===== src/rtl/coc_pkg.sv =====
package coc_pkg;

	// serial slave address (7 bits) and byte positions in a frame
	localparam logic [6:0] SLAVE_ADDR      = 7'h69;
	localparam logic [1:0] BYTE_ADDR       = 2'h0;
	localparam logic [1:0] BYTE_FIRST_DATA = 2'h3;
	localparam logic [1:0] BYTE_STEP       = 2'h1;
	localparam logic [2:0] BIT_FIRST       = 3'h0;
	localparam logic [2:0] BIT_LAST        = 3'h7;
	localparam logic [2:0] BIT_STEP        = 3'h1;
	localparam logic [2:0] PTR_FIRST       = 3'h0;
	localparam logic [2:0] PTR_STEP        = 3'h1;

	// register indices in stream order
	localparam logic [2:0] REG_FREQ  = 3'h0;
	localparam logic [2:0] REG_CPU   = 3'h1;
	localparam logic [2:0] REG_PCI   = 3'h2;
	localparam logic [2:0] REG_MEM   = 3'h3;
	localparam logic [2:0] REG_STRAP = 3'h4;
	localparam logic [2:0] REG_REF   = 3'h5;
	localparam logic [2:0] REG_ID    = 3'h6;

	// arbitrary identification value
	localparam logic [7:0] CHIP_ID = 8'h5a;

	// field positions
	localparam int R1_SINGLE_MEM = 3;
	localparam int R1_PROC       = 1;
	localparam int R1_CHIPSET    = 0;
	localparam int R2_PCI_FIRST  = 6;
	localparam int R2_PCI_REST   = 0;
	localparam int R3_RATE_SEL   = 6;
	localparam int R3_DEDICATED  = 5;
	localparam int R3_SHARED     = 4;
	localparam int R3_MEM_GROUP  = 0;
	localparam int R4_STRAP      = 4;
	localparam int R4_DEPTH      = 1;
	localparam int R4_SPREAD     = 0;
	localparam int R5_REF_SECOND = 1;
	localparam int R5_REF_FIRST  = 0;

	// reset values, writable masks, bits that read fixed at one
	localparam logic [7:0] R1_RST   = 8'h0b;
	localparam logic [7:0] R1_MASK  = 8'h0b;
	localparam logic [7:0] R2_RST   = 8'hff;
	localparam logic [7:0] R2_MASK  = 8'h5f;
	localparam logic [7:0] R2_FIXED = 8'ha0;
	localparam logic [7:0] R3_RST   = 8'h37;
	localparam logic [7:0] R3_MASK  = 8'h77;
	localparam logic [3:0] R4_RST   = 4'h0;
	localparam logic [3:0] R4_MASK  = 4'h3;
	localparam logic [7:0] R5_RST   = 8'h03;
	localparam logic [7:0] R5_MASK  = 8'h03;
	localparam logic [7:0] BYTE_ZERO = 8'h00;

	localparam int CH_N = 16;

	// run enables, bit order matches the phase input vector
	typedef struct packed {
		logic       reference_out_second;
		logic       reference_out_first;
		logic [2:0] memory_group;
		logic       shared_peripheral_clock;
		logic       dedicated_48;
		logic [5:0] pci_clock;
		logic       single_memory_clock;
		logic       chipset_clock;
		logic       proc_clock;
	} coc_clk_en_t;

	typedef struct packed {
		logic shared_pin_rate_select;
		logic spread_depth_half;
		logic spread_enable;
	} coc_mode_t;

	typedef enum logic [2:0] {
		ST_IDLE = 3'b000,
		ST_RX   = 3'b001,
		ST_ACK  = 3'b010,
		ST_TX   = 3'b011,
		ST_RACK = 3'b100
	} coc_i2c_st_t;

endpackage : coc_pkg


===== src/rtl/coc_clk_park.sv =====
`timescale 1ns/1ps
module coc_clk_park #(
	parameter logic RUN_AT_RESET = 1'b1
) (
	// clock and reset
	input  wire logic core_clk,
	input  wire logic reset,
	// level of the gated clock, from outside the domain
	input  wire logic phase_in,
	// requested and effective run state
	input  wire logic run_req,
	output logic      run_out
);

	logic s1_ff;
	logic s2_ff;
	logic s3_ff;
	logic lvl_ff;
	logic run_ff;

	always_ff @(posedge core_clk) begin
		if (reset) begin
			s1_ff <= 1'b0;
			s2_ff <= 1'b0;
			s3_ff <= 1'b0;
		end else begin
			s1_ff <= phase_in;
			s2_ff <= s1_ff;
			s3_ff <= s2_ff;
		end
	end

	always_ff @(posedge core_clk) begin
		if (reset) begin
			lvl_ff <= 1'b0;
		end else if (s2_ff == s3_ff) begin
			lvl_ff <= s3_ff;
		end
	end

	// only switch in the low phase, so a high phase is never cut short
	always_ff @(posedge core_clk) begin
		if (reset) begin
			run_ff <= RUN_AT_RESET;
		end else if (!lvl_ff) begin
			run_ff <= run_req;
		end
	end

	assign run_out = run_ff;
endmodule : coc_clk_park


===== src/rtl/coc_regs.sv =====
`timescale 1ns/1ps
// Function
// - bit 3 of the cpu/memory enable register runs the single memory clock, resetting to one.
// - bit 1 of that register runs both processor clock outputs together, resetting to one.
// - bit 0 of that register runs the chipset clock, resetting to one.
// - the pci enable register holds one run bit per pci clock, bit 6 first and bits 0-4 the rest, reset all ones.
// - bit 6 of the memory/peripheral register picks 24 or 48 MHz on the shared pin, resetting to zero.
// - bits 5 and 4 of that register run the dedicated 48 MHz and the shared clock, resetting to one.
// - bits 0 to 2 of that register run the three memory clock groups, resetting to one.
// - the top nibble of the strap register reads back the straps latched after reset.
// - bit 1 of the strap register picks the spread depth, resetting to zero.
// - bit 0 of the strap register enables spread modulation, resetting to zero.
// - bits 1 and 0 of the reference register run the two reference outputs, resetting to one.
// - register 6 returns a fixed identification byte and ignores writes.
// - after the address come two acknowledged dummy bytes, then data bytes load registers from 0 upward.
module coc_regs (
	// clock and reset
	input  wire logic            core_clk,
	input  wire logic            reset,
	// two-wire serial pins
	input  wire logic            scl_in,
	input  wire logic            sda_in,
	output logic                 sda_out,
	output logic                 sda_oe,
	// frequency straps, active low pins
	input  wire logic [3:0]      strap_select_bits_n,
	// present level of each gated clock
	input  wire logic [15:0]     clk_phase,
	// run enables and modes
	output coc_pkg::coc_clk_en_t clk_run,
	output coc_pkg::coc_mode_t   mode
);

	logic [2:0]          scl_sync_ff;
	logic [2:0]          sda_sync_ff;
	logic                scl_lvl_ff;
	logic                sda_lvl_ff;
	logic                scl_prev_ff;
	logic                sda_prev_ff;
	logic                scl_rise;
	logic                scl_fall;
	logic                bus_start;
	logic                bus_stop;

	coc_pkg::coc_i2c_st_t st_ff;
	logic [2:0]          cnt_ff;
	logic [7:0]          shift_ff;
	logic [1:0]          byte_num_ff;
	logic                rw_ff;
	logic                done_ff;
	logic                host_ack_ff;
	logic [2:0]          ptr_ff;
	logic                sda_oe_ff;
	logic                sda_out_ff;
	logic                wr_stb_ff;
	logic [2:0]          wr_idx_ff;
	logic [7:0]          wr_data_ff;
	logic [7:0]          tx_byte;

	logic [7:0]          reg1_ff;
	logic [7:0]          reg2_ff;
	logic [7:0]          reg3_ff;
	logic [3:0]          reg4_ff;
	logic [7:0]          reg5_ff;
	logic [3:0]          strap_s1_ff;
	logic [3:0]          strap_s2_ff;
	logic [3:0]          strap_s3_ff;
	logic [3:0]          strap_ff;
	logic                strap_taken_ff;
	coc_pkg::coc_mode_t  mode_ff;
	logic [15:0]         run_req;
	logic [15:0]         run_vec;

	function automatic logic [7:0] rd_byte(input logic [2:0] idx);
		logic [7:0] val;
		val = coc_pkg::BYTE_ZERO;
		unique case (idx)
			coc_pkg::REG_CPU:   val = reg1_ff;
			coc_pkg::REG_PCI:   val = reg2_ff;
			coc_pkg::REG_MEM:   val = reg3_ff;
			coc_pkg::REG_STRAP: val = {strap_ff, reg4_ff};
			coc_pkg::REG_REF:   val = reg5_ff;
			coc_pkg::REG_ID:    val = coc_pkg::CHIP_ID;
			default:            val = coc_pkg::BYTE_ZERO;
		endcase
		return val;
	endfunction : rd_byte

	// pin synchronisers; a change counts once stages two and three agree
	always_ff @(posedge core_clk) begin
		if (reset) begin
			scl_sync_ff <= 3'h7;
			sda_sync_ff <= 3'h7;
		end else begin
			scl_sync_ff <= {scl_sync_ff[1:0], scl_in};
			sda_sync_ff <= {sda_sync_ff[1:0], sda_in};
		end
	end

	always_ff @(posedge core_clk) begin
		if (reset) begin
			scl_lvl_ff  <= 1'b1;
			sda_lvl_ff  <= 1'b1;
			scl_prev_ff <= 1'b1;
			sda_prev_ff <= 1'b1;
		end else begin
			if (scl_sync_ff[1] == scl_sync_ff[2]) begin
				scl_lvl_ff <= scl_sync_ff[2];
			end
			if (sda_sync_ff[1] == sda_sync_ff[2]) begin
				sda_lvl_ff <= sda_sync_ff[2];
			end
			scl_prev_ff <= scl_lvl_ff;
			sda_prev_ff <= sda_lvl_ff;
		end
	end

	assign scl_rise  = scl_lvl_ff && !scl_prev_ff;
	assign scl_fall  = !scl_lvl_ff && scl_prev_ff;
	assign bus_start = scl_lvl_ff && scl_prev_ff && sda_prev_ff && !sda_lvl_ff;
	assign bus_stop  = scl_lvl_ff && scl_prev_ff && !sda_prev_ff && sda_lvl_ff;
	assign tx_byte   = rd_byte(ptr_ff);

	// serial slave sequencer
	always_ff @(posedge core_clk) begin
		if (reset) begin
			st_ff       <= coc_pkg::ST_IDLE;
			cnt_ff      <= coc_pkg::BIT_FIRST;
			shift_ff    <= coc_pkg::BYTE_ZERO;
			byte_num_ff <= coc_pkg::BYTE_ADDR;
			rw_ff       <= 1'b0;
			done_ff     <= 1'b0;
			host_ack_ff <= 1'b0;
			ptr_ff      <= coc_pkg::PTR_FIRST;
			sda_oe_ff   <= 1'b0;
			wr_stb_ff   <= 1'b0;
			wr_idx_ff   <= coc_pkg::PTR_FIRST;
			wr_data_ff  <= coc_pkg::BYTE_ZERO;
		end else begin
			wr_stb_ff <= 1'b0;
			if (bus_start) begin
				st_ff       <= coc_pkg::ST_RX;
				cnt_ff      <= coc_pkg::BIT_FIRST;
				byte_num_ff <= coc_pkg::BYTE_ADDR;
				done_ff     <= 1'b0;
				sda_oe_ff   <= 1'b0;
			end else if (bus_stop) begin
				st_ff     <= coc_pkg::ST_IDLE;
				sda_oe_ff <= 1'b0;
			end else begin
				unique case (st_ff)
					coc_pkg::ST_IDLE: begin
					end
					coc_pkg::ST_RX: begin
						if (scl_rise) begin
							shift_ff <= {shift_ff[6:0], sda_lvl_ff};
							cnt_ff   <= cnt_ff + coc_pkg::BIT_STEP;
							done_ff  <= (cnt_ff == coc_pkg::BIT_LAST);
						end else if (scl_fall && done_ff) begin
							done_ff <= 1'b0;
							cnt_ff  <= coc_pkg::BIT_FIRST;
							if (byte_num_ff == coc_pkg::BYTE_ADDR) begin
								if (shift_ff[7:1] == coc_pkg::SLAVE_ADDR) begin
									sda_oe_ff   <= 1'b1;
									rw_ff       <= shift_ff[0];
									ptr_ff      <= coc_pkg::PTR_FIRST;
									byte_num_ff <= coc_pkg::BYTE_STEP;
									st_ff       <= coc_pkg::ST_ACK;
								end else begin
									st_ff <= coc_pkg::ST_IDLE;
								end
							end else begin
								// command and count bytes are acknowledged and dropped
								sda_oe_ff <= 1'b1;
								st_ff     <= coc_pkg::ST_ACK;
								if (byte_num_ff == coc_pkg::BYTE_FIRST_DATA) begin
									wr_stb_ff  <= 1'b1;
									wr_idx_ff  <= ptr_ff;
									wr_data_ff <= shift_ff;
									ptr_ff     <= ptr_ff + coc_pkg::PTR_STEP;
								end else begin
									byte_num_ff <= byte_num_ff + coc_pkg::BYTE_STEP;
								end
							end
						end
					end
					coc_pkg::ST_ACK: begin
						if (scl_fall) begin
							if (rw_ff) begin
								st_ff     <= coc_pkg::ST_TX;
								shift_ff  <= tx_byte;
								sda_oe_ff <= !tx_byte[7];
								ptr_ff    <= ptr_ff + coc_pkg::PTR_STEP;
								cnt_ff    <= coc_pkg::BIT_FIRST;
							end else begin
								sda_oe_ff <= 1'b0;
								st_ff     <= coc_pkg::ST_RX;
							end
						end
					end
					coc_pkg::ST_TX: begin
						if (scl_fall) begin
							if (cnt_ff == coc_pkg::BIT_LAST) begin
								sda_oe_ff <= 1'b0;
								st_ff     <= coc_pkg::ST_RACK;
							end else begin
								cnt_ff    <= cnt_ff + coc_pkg::BIT_STEP;
								sda_oe_ff <= !shift_ff[6];
								shift_ff  <= {shift_ff[6:0], 1'b0};
							end
						end
					end
					coc_pkg::ST_RACK: begin
						if (scl_rise) begin
							host_ack_ff <= !sda_lvl_ff;
						end else if (scl_fall) begin
							if (host_ack_ff) begin
								st_ff     <= coc_pkg::ST_TX;
								shift_ff  <= tx_byte;
								sda_oe_ff <= !tx_byte[7];
								ptr_ff    <= ptr_ff + coc_pkg::PTR_STEP;
								cnt_ff    <= coc_pkg::BIT_FIRST;
							end else begin
								st_ff <= coc_pkg::ST_IDLE;
							end
						end
					end
					default: begin
						st_ff     <= coc_pkg::ST_IDLE;
						sda_oe_ff <= 1'b0;
					end
				endcase
			end
		end
	end

	// open drain: only ever pulls low
	always_ff @(posedge core_clk) begin
		sda_out_ff <= 1'b0;
	end

	// register file; index 0 and the id byte take no write
	always_ff @(posedge core_clk) begin
		if (reset) begin
			reg1_ff <= coc_pkg::R1_RST;
			reg2_ff <= coc_pkg::R2_RST;
			reg3_ff <= coc_pkg::R3_RST;
			reg4_ff <= coc_pkg::R4_RST;
			reg5_ff <= coc_pkg::R5_RST;
		end else if (wr_stb_ff) begin
			unique case (wr_idx_ff)
				coc_pkg::REG_CPU:   reg1_ff <= wr_data_ff & coc_pkg::R1_MASK;
				coc_pkg::REG_PCI:   reg2_ff <= (wr_data_ff & coc_pkg::R2_MASK) | coc_pkg::R2_FIXED;
				coc_pkg::REG_MEM:   reg3_ff <= wr_data_ff & coc_pkg::R3_MASK;
				coc_pkg::REG_STRAP: reg4_ff <= wr_data_ff[3:0] & coc_pkg::R4_MASK;
				coc_pkg::REG_REF:   reg5_ff <= wr_data_ff & coc_pkg::R5_MASK;
				default: begin
				end
			endcase
		end
	end

	// chain runs through reset, so stages two and three hold the pins when capture opens
	always_ff @(posedge core_clk) begin
		strap_s1_ff <= strap_select_bits_n;
		strap_s2_ff <= strap_s1_ff;
		strap_s3_ff <= strap_s2_ff;
	end

	// strap capture once the synchronised level has settled after reset
	always_ff @(posedge core_clk) begin
		if (reset) begin
			strap_ff       <= 4'h0;
			strap_taken_ff <= 1'b0;
		end else if (!strap_taken_ff && (strap_s2_ff == strap_s3_ff)) begin
			strap_ff       <= strap_s3_ff;
			strap_taken_ff <= 1'b1;
		end
	end

	always_ff @(posedge core_clk) begin
		if (reset) begin
			mode_ff <= '0;
		end else begin
			mode_ff.shared_pin_rate_select <= reg3_ff[coc_pkg::R3_RATE_SEL];
			mode_ff.spread_depth_half      <= reg4_ff[coc_pkg::R4_DEPTH];
			mode_ff.spread_enable          <= reg4_ff[coc_pkg::R4_SPREAD];
		end
	end

	always_comb begin
		run_req = {reg5_ff[coc_pkg::R5_REF_SECOND], reg5_ff[coc_pkg::R5_REF_FIRST],
			reg3_ff[coc_pkg::R3_MEM_GROUP +: 3],
			reg3_ff[coc_pkg::R3_SHARED], reg3_ff[coc_pkg::R3_DEDICATED],
			reg2_ff[coc_pkg::R2_PCI_REST +: 5], reg2_ff[coc_pkg::R2_PCI_FIRST],
			reg1_ff[coc_pkg::R1_SINGLE_MEM], reg1_ff[coc_pkg::R1_CHIPSET],
			reg1_ff[coc_pkg::R1_PROC]};
	end

	// the processor pair shares one gate, so true and complement never split
	for (genvar i = 0; i < coc_pkg::CH_N; i++) begin : g_park
		coc_clk_park #(
			.RUN_AT_RESET (1'b1)
		) u_park (
			.core_clk (core_clk),
			.reset    (reset),
			.phase_in (clk_phase[i]),
			.run_req  (run_req[i]),
			.run_out  (run_vec[i])
		);
	end

	assign clk_run = coc_pkg::coc_clk_en_t'(run_vec);
	assign mode    = mode_ff;
	assign sda_out = sda_out_ff;
	assign sda_oe  = sda_oe_ff;
endmodule : coc_regs


===== config.mk =====
export PLATFORM = sky130hd
export DESIGN_NAME = coc_regs
export DESIGN_NICKNAME = d
export VERILOG_FILES = /design/src/rtl/coc_pkg.sv /design/src/rtl/coc_clk_park.sv /design/src/rtl/coc_regs.sv
export SDC_FILE = /design/constraint.sdc
export NUM_CORES = 1
export LEC_CHECK = 0
export BUFFER_PORTS_ARGS = -buffer_cell sky130_fd_sc_hd__clkbuf_2
export CAP_MARGIN = 25
export CORE_ASPECT_RATIO = 1.5
export CORE_UTILIZATION = 64
export DETAILED_ROUTE_END_ITERATION = 8
export HOLD_SLACK_MARGIN = 0.06
export PLACE_DENSITY_LB_ADDON = 0.2
export SYNTH_ARGS = -nofsm -noshare
export SYNTH_HDL_FRONTEND = slang
export SYNTH_HIERARCHICAL = 1
export SYNTH_SLANG_ARGS = --single-unit

===== constraint.sdc =====
create_clock -name core_clk -period 2.7 [get_ports core_clk]
set_input_delay 0.27 -clock core_clk [delete_from_list [all_inputs] [get_ports core_clk]]
set_output_delay 0.27 -clock core_clk [all_outputs]
set_load 0.02 [all_outputs]

Yosys cells after proc, flatten, opt, wreduce, memory -nomap -nowiden
Cells that the tools add are included.
{"block": "op_classes", "eq_ne": 61, "bitwise": 7, "reduce_logical": 40, "add_sub_neg": 3, "n_mux": 63}
{"op": "$mux 3", "count": 27}
{"op": "$mux 8", "count": 8}
{"op": "$pmux 8 s6", "count": 1}
{"op": "$pmux 8 s4", "count": 1}
{"op": "$ne 4x4->1 const B", "count": 7}
{"op": "$ne 2x2->1 const B", "count": 12}
{"op": "$eq 3x3->1 const B", "count": 7}
{"op": "$eq 1x1->1", "count": 18}
{"op": "$eq 3x2->1 const B", "count": 6}
{"op": "$mux 1", "count": 16}
{"op": "$reduce_and 8->1", "count": 2}
{"op": "$pmux 3 s5", "count": 1}
{"op": "$reduce_and 7->1", "count": 2}
{"op": "$mux 2", "count": 6}
{"op": "$ne 3x3->1 const B", "count": 4}
{"op": "$pmux 3 s4", "count": 1}
{"op": "$reduce_and 12->1", "count": 1}
{"op": "$reduce_and 11->1", "count": 1}
{"op": "$reduce_and 10->1", "count": 1}
{"op": "$reduce_and 2->1", "count": 5}
{"op": "$eq 3x1->1 const B", "count": 3}
{"op": "$logic_and 1x1->1", "count": 9}
{"op": "$pmux 3 s3", "count": 1}
{"op": "$reduce_and 9->1", "count": 1}
{"op": "20 further kinds", "count": 33}
{"block": "word_totals", "reg_bits": 163, "inputBits": 24, "output_inout_bits": 21, "wordCells": 286}

Logic depth before layout (Yosys ltp)
Gate-level depths: netlist of run 1.
{"block": "logic_depth", "ltp_word": 8, "ltp_mapped": 8, "ltp_nobuf": 7}

Modules after synthesis
The synthesis of run 1 kept the hierarchy.
{"mod": "coc_regs", "cells_per_inst": 384, "n_inst": 1, "area_per_inst_um2": 3713.6, "seq_area_each_um2": 1661.6}
{"mod": "coc_clk_park", "cells_per_inst": 13, "n_inst": 16, "area_per_inst_um2": 147.6, "seq_area_each_um2": 100.1}

Least setup slack after synthesis of run 1
No wires, ideal clock.
{"block": "synth_path", "path_kind": "reg2reg", "start": "register byte_num_ff[0]", "end": "register ptr_ff[0]", "synth_period_minus_slack_ns": 1.791, "arrival_time_ns": 1.670, "setup_ns": 0.121, "slack_ns": 0.909, "path_buffers": 0, "path_stages_with_launch": 8, "required_time_ns": 2.579, "path_cell_list": "dfxtp_1 inv_1 ha_1 nor3b_1 a31oi_1 o22a_1 nor3_4 mux2_4"}
{"block": "synth_between", "elab_chain_cells": 5, "word_cells_on_any_way": 9, "classes_between": "eq/ne: 3; mux: 4; reduce/logical: 2"}
{"element": "from (decl)", "line": "coc_regs.sv:48", "text": "logic [1:0] byte_num_ff;"}
{"element": "from (signal assigned)", "line": "coc_regs.sv:130", "text": "byte_num_ff <= coc_pkg::BYTE_ADDR;"}
{"element": "from (signal assigned)", "line": "coc_regs.sv:144", "text": "byte_num_ff <= coc_pkg::BYTE_ADDR;"}
{"element": "from (signal assigned)", "line": "coc_regs.sv:167", "text": "byte_num_ff <= coc_pkg::BYTE_STEP;"}
{"element": "$logic_not 2->1", "line": "coc_regs.sv:162", "text": "if (byte_num_ff == coc_pkg::BYTE_ADDR) begin"}
{"element": "$mux 3", "line": "coc_regs.sv:162"}
{"element": "$mux 3", "line": "coc_regs.sv:159", "text": "end else if (scl_fall && done_ff) begin"}
{"element": "$mux 3", "line": "coc_regs.sv:155", "text": "if (scl_rise) begin"}
{"element": "$pmux 3 s3", "line": "coc_regs.sv:151", "text": "unique case (st_ff)"}
{"element": "to (signal assigned)", "line": "coc_regs.sv:166", "text": "ptr_ff <= coc_pkg::PTR_FIRST;"}
{"element": "to (signal assigned)", "line": "coc_regs.sv:180", "text": "ptr_ff <= ptr_ff + coc_pkg::PTR_STEP;"}
{"element": "to (signal assigned)", "line": "coc_regs.sv:193", "text": "ptr_ff <= ptr_ff + coc_pkg::PTR_STEP;"}
{"element": "to (decl)", "line": "coc_regs.sv:52", "text": "logic [2:0] ptr_ff;"}
Several ways; a longest one is shown, not always the timed one. The select of a mux whose other input is x is not followed.
A chain may end at the register's enable or synchronous reset.

Worst setup path in the final report of run 1
{"block": "layout_path", "start": "register st_ff[0]", "end": "register wr_idx_ff[1]"}
{"block": "layout_between", "elab_chain_cells": 2}
{"element": "from (decl)", "line": "coc_regs.sv:45", "text": "coc_pkg::coc_i2c_st_t st_ff;"}
{"element": "from (signal assigned)", "line": "coc_regs.sv:127", "text": "st_ff <= coc_pkg::ST_IDLE;"}
{"element": "from (signal assigned)", "line": "coc_regs.sv:142", "text": "st_ff <= coc_pkg::ST_RX;"}
{"element": "from (signal assigned)", "line": "coc_regs.sv:148", "text": "st_ff <= coc_pkg::ST_IDLE;"}
{"element": "$eq 3x1->1", "line": "coc_regs.sv:151"}
{"element": "$reduce_and 7->1 (no source line)"}
{"element": "to (signal assigned)", "line": "coc_regs.sv:137", "text": "wr_idx_ff <= coc_pkg::PTR_FIRST;"}
{"element": "to (signal assigned)", "line": "coc_regs.sv:178", "text": "wr_idx_ff <= ptr_ff;"}
{"element": "to (decl)", "line": "coc_regs.sv:56", "text": "logic [2:0] wr_idx_ff;"}
Every way passes these cells.

==> results of run 1 <==
routing by layer:
metal / track usage [%] / vias up / part of all wire (%)
met5: 0 / - / 0
met4: 14.62 / 0 / 3.5
met3: 5.865 / 32 / 2.6
met2: 48.65 / 87 / 55
met1: 27.79 / 2103 / 39
li1: - / 2205 / -
registers in the layout, summed over array words and instances (netlist names), 4 cells and up:
register               count
strap_s1_ff                4
g_park.u_park/s1_ff       16
g_park.u_park/s2_ff       16
g_park.u_park/s3_ff       16
g_park.u_park/run_out     16
shift_ff                   8
wr_data_ff                 7
g_park.u_park/lvl_ff      16
reg3_ff                    6
strap_ff                   4
strap_s2_ff                4
reg2_ff                    6
strap_s3_ff                4
layout by cell type (no fill, tap or decap), types with 3 or more instances in the layout:
cell | netlist | final
sky130_fd_sc_hd__nor3_1 | 4 | 4
sky130_fd_sc_hd__dlygate4sd3_1 | 0 | 17
sky130_fd_sc_hd__inv_1 | 16 | 16
sky130_fd_sc_hd__clkbuf_2 | 0 | 42
sky130_fd_sc_hd__clkbuf_16 | 0 | 17
sky130_fd_sc_hd__nor4_1 | 3 | 3
sky130_fd_sc_hd__dfxtp_1 | 163 | 163
sky130_fd_sc_hd__nand3_1 | 3 | 3
sky130_fd_sc_hd__a21o_1 | 3 | 3
sky130_fd_sc_hd__nand4b_1 | 6 | 6
sky130_fd_sc_hd__clkinv_4 | 0 | 5
sky130_fd_sc_hd__a211o_1 | 32 | 32
sky130_fd_sc_hd__nor2b_1 | 81 | 81
sky130_fd_sc_hd__xor2_1 | 5 | 5
sky130_fd_sc_hd__o21bai_1 | 3 | 3
sky130_fd_sc_hd__a211oi_2 | 8 | 8
sky130_fd_sc_hd__a21oi_1 | 33 | 33
sky130_fd_sc_hd__nor2_1 | 50 | 50
sky130_fd_sc_hd__buf_4 | 3 | 7
sky130_fd_sc_hd__nand2b_1 | 4 | 4
sky130_fd_sc_hd__ha_1 | 9 | 9
sky130_fd_sc_hd__nand2_1 | 31 | 31
sky130_fd_sc_hd__o21ai_0 | 26 | 26
sky130_fd_sc_hd__or2_2 | 9 | 9
sky130_fd_sc_hd__a22oi_1 | 9 | 9
sky130_fd_sc_hd__mux2i_1 | 22 | 22
sky130_fd_sc_hd__inv_6 | 0 | 4
worst max path at each step:
stage	from	end	slack, ns	cells after the start
2_1_floorplan	byte_num_ff[0]	ptr_ff[0]	0.91	7
5_1_grt	st_ff[0]	wr_idx_ff[1]	0.42	6
6_report	st_ff[0]	wr_idx_ff[1]	0.61	6
3_3_place_gp	st_ff[2]	ptr_ff[0]	0.69	4
4_1_cts	st_ff[0]	wr_idx_ff[1]	0.61	6
3_5_place_dp	st_ff[0]	wr_idx_ff[0]	0.62	6
through the flow:
stage / setup slack, ns / instance area, µm²
finish: 0.6075 / 7103
global route: 0.4186 / 7103
CTS: 0.6064 / 7103
detailed placement: 0.6157 / 6382
global placement: 0.6921 / 6382
floorplan: 0.9087 / 6076
area by class of cell:
cell class	count	share of cell area, %
clock buffers	18	6.042
well taps	112	1.973
clock inverters	14	1.709
multi-input cells	392	37.11
flip-flops and latches	163	45.94
repair buffers	67	6.377
inverters	16	0.8455
power by group through the flow:
stage | combinational [mW] | sequential [mW] | clock (mW)
floorplan | 0.0621 | 2.52 | 0
global placement | 0.101 | 2.53 | 0
detailed placement | 0.105 | 2.53 | 0
CTS | 0.124 | 2.48 | 2.24
global route | 0.136 | 2.48 | 2.34
finish | 0.124 | 2.48 | 2.20
logic make-up (layout without fill, tap and decap cells):
logic type,after synthesis,after routing,synth area share [%]
compound gates,137,137,16.29
xor+xnor,6,6,0.8649
fa+ha+maj,9,9,1.853
buf+inv,37,115,2.903
flops,163,163,53.71
mux,24,24,4.119
other cells,1,1,0.06172
simple gates,215,215,20.20
worst max-delay path, stage by stage (launching register included):
cell,delay [ns]
sky130_fd_sc_hd__dfxtp_1,0.62
sky130_fd_sc_hd__nor3b_4,0.40
sky130_fd_sc_hd__nand3_2,0.18
sky130_fd_sc_hd__nor3b_2,0.22
sky130_fd_sc_hd__buf_4,0.25
sky130_fd_sc_hd__mux2i_1,0.23
sky130_fd_sc_hd__nor2_1,0.05
==> metrics.txt, run 1 <==
run status complete, no violations; endpoint of the lowest-slack register-to-register path wr_idx_ff[1]; sum of routed wire length over all layers 12180 µm; number of top-level pins 45; Overflow after GRT 0; filler instances 648; mean post-synth cell area 10.26 µm²; cell taking the most area after synthesis sky130_fd_sc_hd__dfxtp_1; Yosys warning total 6; root buffer cell sky130_fd_sc_hd__clkbuf_16; Final Wtd Congestion 0.8235; final core utilization 76.76%; sort of element at the start of the critical path flop; flop and latch count out of synthesis 163; logic depth of the worst register-to-register path 6; nature of the critical path endpoint flop; syn_nets 625; die width 81.56 µm; internal power summed over all cells 3.719 mW; global-route wire length before repair 20000 µm; number of pins exceeding their max-slew limit in the final report 0; Post-Syn Instances 592; Static Leak 2.654 nW; unrepaired setup endpoints after global routing false; final cell count without fillers 782; library cell with the highest instance count after synthesis sky130_fd_sc_hd__dfxtp_1; Longest Clk Path Bufs 2; share of synthesized flip-flops with an asynchronous set or reset 0%; pin count of the biggest net entering global routing 101; Via-to-Cell Ratio 5.661; power share of the combinational group 2.6%; critical register-to-register path startpoint st_ff[0]; library cells used by synthesis 68; vias in the first global route 4402; initial cell density of the core 65.66%; DRC violation count after routing 0; largest fanout on the critical path 15; area taken by flip-flops and latches 3263 µm²; data required time at the worst endpoint 2.99 ns; number of cells on the worst hold path 2; synthesized cell area 6076 µm²; routed length per instance 15.57 µm; switching fraction of total power 22.54%; endpoint of the worst hold path g_park[11].u_park/s1_ff; area of the die 9895 µm²; Core Area 9254 µm²; leading post-synthesis cells by instance count sky130_fd_sc_hd__dfxtp_1, sky130_fd_sc_hd__nor2b_1, sky130_fd_sc_hd__nor2_1, sky130_fd_sc_hd__a21oi_1, sky130_fd_sc_hd__a211o_1; sequential power share 51.6%; max frequency 477.9 MHz; post-detail-place hpwl 8070 µm; I/O Buffers 43; number of failing setup endpoints in the final timing report 0; antenna-violating nets left 0; P_sw 1.082 mW; number of DRC violations after detailed-routing iteration 0 240; transition time of the tightest slew-check pin 0.5582 ns; largest cells by area after synthesis sky130_fd_sc_hd__dfxtp_1, sky130_fd_sc_hd__nor2b_1, sky130_fd_sc_hd__a211o_1; die boundary height 121.3 µm; Clock Skew 0.007192 ns; worst vdd ir 0.6073 mV; total negative slack for setup checks 0 ns; sequential fraction of the synthesis area 53.71%; number of setup buffers added after CTS 0; total global routing track utilization 26.90%; R2R Setup Slk 0.61 ns; Final Power 4.801 mW; hold path startpoint clk_phase[11]; area of combinational cells with multiple inputs 2636 µm²; clock group share of total power 45.9%; htree depth 4; total of hold buffers inserted after clock tree synthesis 17; CTS clock-pin slew for the worst setup and hold paths 0.07 ns; remaining max-slew budget at the tightest pin 62.28%; power per unit of standard cell area 675.9 nW/µm²; share of the clock period used by the worst path after layout 77.50%; ant diodes 0; total instance count after detailed placement 733; Clk Latency, worst-skew pair 0.41 ns; net total in the final layout 690; TritonCTS clock tree done; final count of hold timing violations 0; clock period minus worst slack 2.093 ns; count of clock tree sinks 163; proportion of layout cells with a drive suffix above 1 16.42%; first-pass detailed-route iteration total 4; worst hold margin 0.07798 ns; Rows 43; top_reg_cell synth sky130_fd_sc_hd__dfxtp_1; number of cells upsized or downsized after cts 0; number of maximum-capacitance violations 0; number of vias in the routed layout 4427; post-synth top area share 53.71%; signed area change from the synthesized netlist to the final layout 16.91%; worst endpoint data arrival time 2.38 ns; number of enable flip-flop cells after synthesis 0; number of antenna violations at the first check in global routing 0; classification of the worst setup path flop to flop; number of clock buffers inserted by TritonCTS 17; worst min-delay path category primary input to flop
Power figures use the tool's default switching activity.
==> inputs of run 2 (changes only) <==
- CORE_UTILIZATION: 64 -> 53
- clock period: 2.7 -> 1.7 ns (I/O delays scaled with it)
==> metrics.txt, run 2 (synthesized netlist as in run 1, its figures left out) <==
run status finished, violations left; transition time of the tightest slew-check pin 0.5255 ns; logic depth of the worst register-to-register path 5; Clock Skew 0.007601 ns; sort of element at the start of the critical path flop; signed area change from the synthesized netlist to the final layout 30.58%; total instance count after detailed placement 822; most common cell after layout, fill and taps aside sky130_fd_sc_hd__dfxtp_1; net total in the final layout 757; ant diodes 0; final cell count without fillers 883; share of the clock period used by the worst path after layout 107.3%; CP peak stage delay 0.40 ns; violated checks setup timing; minimum setup slack after placement -0.1202 ns; critical register-to-register path startpoint shift_ff[2]; Longest Clk Path Bufs 2; Post-DP Area 6883 µm²; final count of hold timing violations 0; I/O Buffers 43; Rows 47; number of failing setup endpoints in the final timing report 11; sum of routed wire length over all layers 13250 µm; endpoint of the worst hold path g_park[0].u_park/s2_ff; Clk Latency, worst-skew pair 0.41 ns; first-pass detailed-route iteration total 5; worst vdd ir 0.9110 mV; remaining max-slew budget at the tightest pin 64.49%; total global routing track utilization 23.16%; worst endpoint data arrival time 2.13 ns; hold path startpoint reset; clock period minus worst slack 1.825 ns; Via-to-Cell Ratio 5.285; post-detail-place hpwl 8743 µm; setup ws final -0.1246 ns; number of top-level pins 45; number of DRC violations after detailed-routing iteration 0 193; vias in the first global route 4596; worst path cell trace or3b_4 -> o211ai_1 -> o2111ai_2 -> nor3_4 -> mux2_4; unrepaired setup endpoints after global routing true; Core Area 11110 µm²; R2R Setup Slk -0.12 ns; proportion of layout cells with a drive suffix above 1 28.67%; DRC violation count after routing 0; number of pins exceeding their max-slew limit in the final report 0; number of cells on the worst hold path 2; root buffer cell sky130_fd_sc_hd__clkbuf_16; max frequency 548.1 MHz; die boundary height 133.1 µm; Static Leak 3.060 nW; area of the die 11900 µm²; initial cell density of the core 54.67%; commonest cells after routing, fill and taps aside sky130_fd_sc_hd__dfxtp_1, sky130_fd_sc_hd__nor2b_1, sky130_fd_sc_hd__buf_4, sky130_fd_sc_hd__nor2_1, sky130_fd_sc_hd__clkbuf_2; classification of the worst setup path flop to flop; TritonCTS clock tree done; die width 89.42 µm; area of combinational cells with multiple inputs 2815 µm²; global-route wire length before repair 21020 µm; filler instances 789; power per unit of standard cell area 988.1 nW/µm²; data required time at the worst endpoint 2.00 ns; routed length per instance 15.01 µm; CTS clock-pin slew for the worst setup and hold paths 0.06 ns; pin count of the biggest net entering global routing 80; largest fanout on the critical path 3; worst hold margin 0.1397 ns; final core utilization 71.38%; number of maximum-capacitance violations 0; endpoint of the lowest-slack register-to-register path ptr_ff[0]; number of clock buffers inserted by TritonCTS 17; number of antenna violations at the first check in global routing 0; worst min-delay path category primary input to flop; nature of the critical path endpoint flop; antenna-violating nets left 0; Overflow after GRT 0; Max stage delay cell, worst path sky130_fd_sc_hd__or3b_4; Design Area, Final 7934 µm²; area taken by flip-flops and latches 3281 µm²; launching instance or port of the critical path shift_ff[2]; total negative slack for setup checks -0.5425 ns; number of vias in the routed layout 4667; htree depth 4; Final Wtd Congestion 0.8191; count of clock tree sinks 163; Final Power 7.839 mW
==> run 2: area by class of cell <==
class,count,area share [%]
well taps,147,2.318
flip-flops and latches,163,41.35
multi-input cells,392,35.48
clock inverters,11,1.624
clock buffers,20,5.630
repair buffers,134,12.84
inverters,16,0.7570
==> run 2: timing repair <==
| action | in CTS | in global routing |
|---|---|---|
| resized for setup | 15 | 30 |
| pin swaps | 7 | 11 |
| gates cloned | 0 | 1 |
| buffers inserted | 0 | 7 |
| endpoints found under the setup margin | 27 | 27 |
| endpoints found under the hold margin | 22 | 0 |
| hold buffers | 22 | 0 |
==> run 2: how the worst max path moves through the flow <==
stage               depth (start not counted)   endpoint  slack, ns
floorplan                                   5  ptr_ff[0]     -0.004
global placement                            5  ptr_ff[0]      -0.07
detailed placement                          5  ptr_ff[2]      -0.12
CTS                                         5  ptr_ff[2]      -0.14
global route                                5  ptr_ff[0]      -0.19
finish                                      5  ptr_ff[0]      -0.12
==> run 2: critical path, delay by kind of cell, from the launching register on <==
| kind | cells | cell delay [ns] |
|---|---|---|
| and+or+nand+nor | 2 | 0.64 |
| AOI/OAI and AO/OA | 2 | 0.42 |
| DFF | 1 | 0.32 |
| muxes | 1 | 0.32 |
==> run 2: report_power, final <==
| group | switching [mW] | internal, mW | leakage (nW) | total, mW |
|---|---|---|---|---|
| combinational | 0.104 | 0.117 | 1.45 | 0.221 |
| sequential | 0.0352 | 3.89 | 1.33 | 3.93 |
| clock | 1.49 | 2.20 | 0.277 | 3.69 |
==> run 2: per-layer routing <==
metal / global-route usage [%] / part of all wire [%] / vias to the layer above
met5: 0 / 0 / -
met4: 11.64 / 2.9 / 0
met3: 5.452 / 2.9 / 30
met2: 40.54 / 54 / 99
met1: 25.45 / 40 / 2205
li1: - / - / 2333
==> inputs of run 3 (changes only) <==
- CORE_UTILIZATION: 53 -> 64
- clock period: 1.7 -> 2.2 ns (I/O delays scaled with it)
==> metrics.txt, run 3 (synthesized netlist as in run 1, its figures left out) <==
total negative slack for setup checks 0 ns; max frequency 492.7 MHz; Static Leak 2.718 nW; Overflow after GRT 0; Final Wtd Congestion 0.8507; number of antenna violations at the first check in global routing 0; area of the die 9895 µm²; worst vdd ir 0.9235 mV; share of the clock period used by the worst path after layout 92.26%; Core Area 9254 µm²; Clock Skew 0.007261 ns; commonest cells after routing, fill and taps aside sky130_fd_sc_hd__dfxtp_1, sky130_fd_sc_hd__nor2b_1, sky130_fd_sc_hd__nor2_1, sky130_fd_sc_hd__clkbuf_2, sky130_fd_sc_hd__a21oi_1; worst endpoint data arrival time 2.37 ns; ant diodes 0; data required time at the worst endpoint 2.54 ns; largest fanout on the critical path 15; unrepaired setup endpoints after global routing false; remaining max-slew budget at the tightest pin 57.55%; Via-to-Cell Ratio 5.753; sort of element at the start of the critical path flop; I/O Buffers 43; routed length per instance 15.95 µm; Rows 43; first-pass detailed-route iteration total 5; met1 layer usage reported by global route 28.54%; pin count of the biggest net entering global routing 66; most common cell after layout, fill and taps aside sky130_fd_sc_hd__dfxtp_1; number of pins exceeding their max-slew limit in the final report 0; worst min-delay path category primary input to flop; classification of the worst setup path flop to flop; run status complete, no violations; Design Area, Final 7247 µm²; Post-DP Area 6470 µm²; number of setup buffers added after CTS 0; busiest layer in global routing met2; htree depth 4; TritonCTS clock tree done; die boundary height 121.3 µm; nature of the critical path endpoint flop; post-detail-place hpwl 8293 µm; antenna-violating nets left 0; clock period minus worst slack 2.030 ns; net total in the final layout 705; Longest Clk Path Bufs 2; count of clock tree sinks 163; number of vias in the routed layout 4579; total of hold buffers inserted after clock tree synthesis 22; met3 track demand over resource 5.639%; power per unit of standard cell area 824.3 nW/µm²; number of clock buffers inserted by TritonCTS 17; transition time of the tightest slew-check pin 0.6367 ns; die width 81.56 µm; number of maximum-capacitance violations 0; number of top-level pins 45; number of cells upsized or downsized after cts 0; number of failing setup endpoints in the final timing report 0; total global routing track utilization 27.53%; fraction of met2 tracks used by global routing 49.48%; global-route wire length before repair 20440 µm; initial cell density of the core 65.66%; signed area change from the synthesized netlist to the final layout 19.28%; proportion of layout cells with a drive suffix above 1 17.40%; number of DRC violations after detailed-routing iteration 0 238; final count of hold timing violations 0; sum of routed wire length over all layers 12690 µm; root buffer cell sky130_fd_sc_hd__clkbuf_16; DRC violation count after routing 0; CTS clock-pin slew for the worst setup and hold paths 0.06 ns; Clk Latency, worst-skew pair 0.42 ns; vias in the first global route 4552
==> run 3: where the power goes <==
| part | switching (mW) | internal, mW |
|---|---|---|
| clock network | 1.20 | 1.57 |
| registers | 0.0290 | 3.01 |
| logic | 0.0796 | 0.0846 |
| total | 1.31 | 4.66 |
==> run 3: metal layers <==
metal | part of all wire, % | up-vias
li1 | - | 2229
met1 | 39 | 2223
met2 | 55 | 92
met3 | 2.7 | 35
met4 | 3.7 | 0
met5 | 0 | -
==> run 3: final timing paths <==
| check | startpoint | cells past startpoint | slack, ns | end |
|---|---|---|---|---|
| worst max-delay path | st_ff[1] | 5 | 0.17 | cnt_ff[0] |
| worst min-delay path | reset | 2 | 0.30 | g_park[11].u_park/s2_ff |
| worst max register to register | st_ff[1] | 5 | 0.17 | cnt_ff[0] |
| worst min register to register | strap_s1_ff[1] | 0 | 0.33 | strap_s2_ff[1] |
==> run 3: area by class of cell <==
| class | count | area (µm²) |
|---|---|---|
| sequential | 163 | 3263 |
| multi-input combinational | 392 | 2636 |
| fill | 599 | 2007 |
| timing repair buffer | 82 | 590.6 |
| clock buffer | 18 | 429.2 |
| tap | 112 | 140.1 |
| clock inverter | 13 | 127.6 |
| inverter | 16 | 60.06 |
==> run 3: critical path: stages (launching register included) <==
cell and delay [ns]:
sky130_fd_sc_hd__dfxtp_1 0.46, sky130_fd_sc_hd__nor2_1 0.46, sky130_fd_sc_hd__mux2i_1 0.27, sky130_fd_sc_hd__nand4_1 0.21, sky130_fd_sc_hd__or3_1 0.40, sky130_fd_sc_hd__a21oi_1 0.14
==> run 3: metrics by stage <==
step                hold slack, ns  utilization (%)  total power [mW]  setup slack (ns)  std cells
floorplan                   0.2477                -             3.171            0.4087        592
global placement            0.3095            69.92             3.226            0.2732        743
detailed placement          0.3121            69.92             3.235            0.2363        743
CTS                         0.2872            78.31             6.011            0.2132        796
global route                0.3270            78.31             6.149           0.06967        796
finish                      0.3006            78.31             5.974            0.1703        796
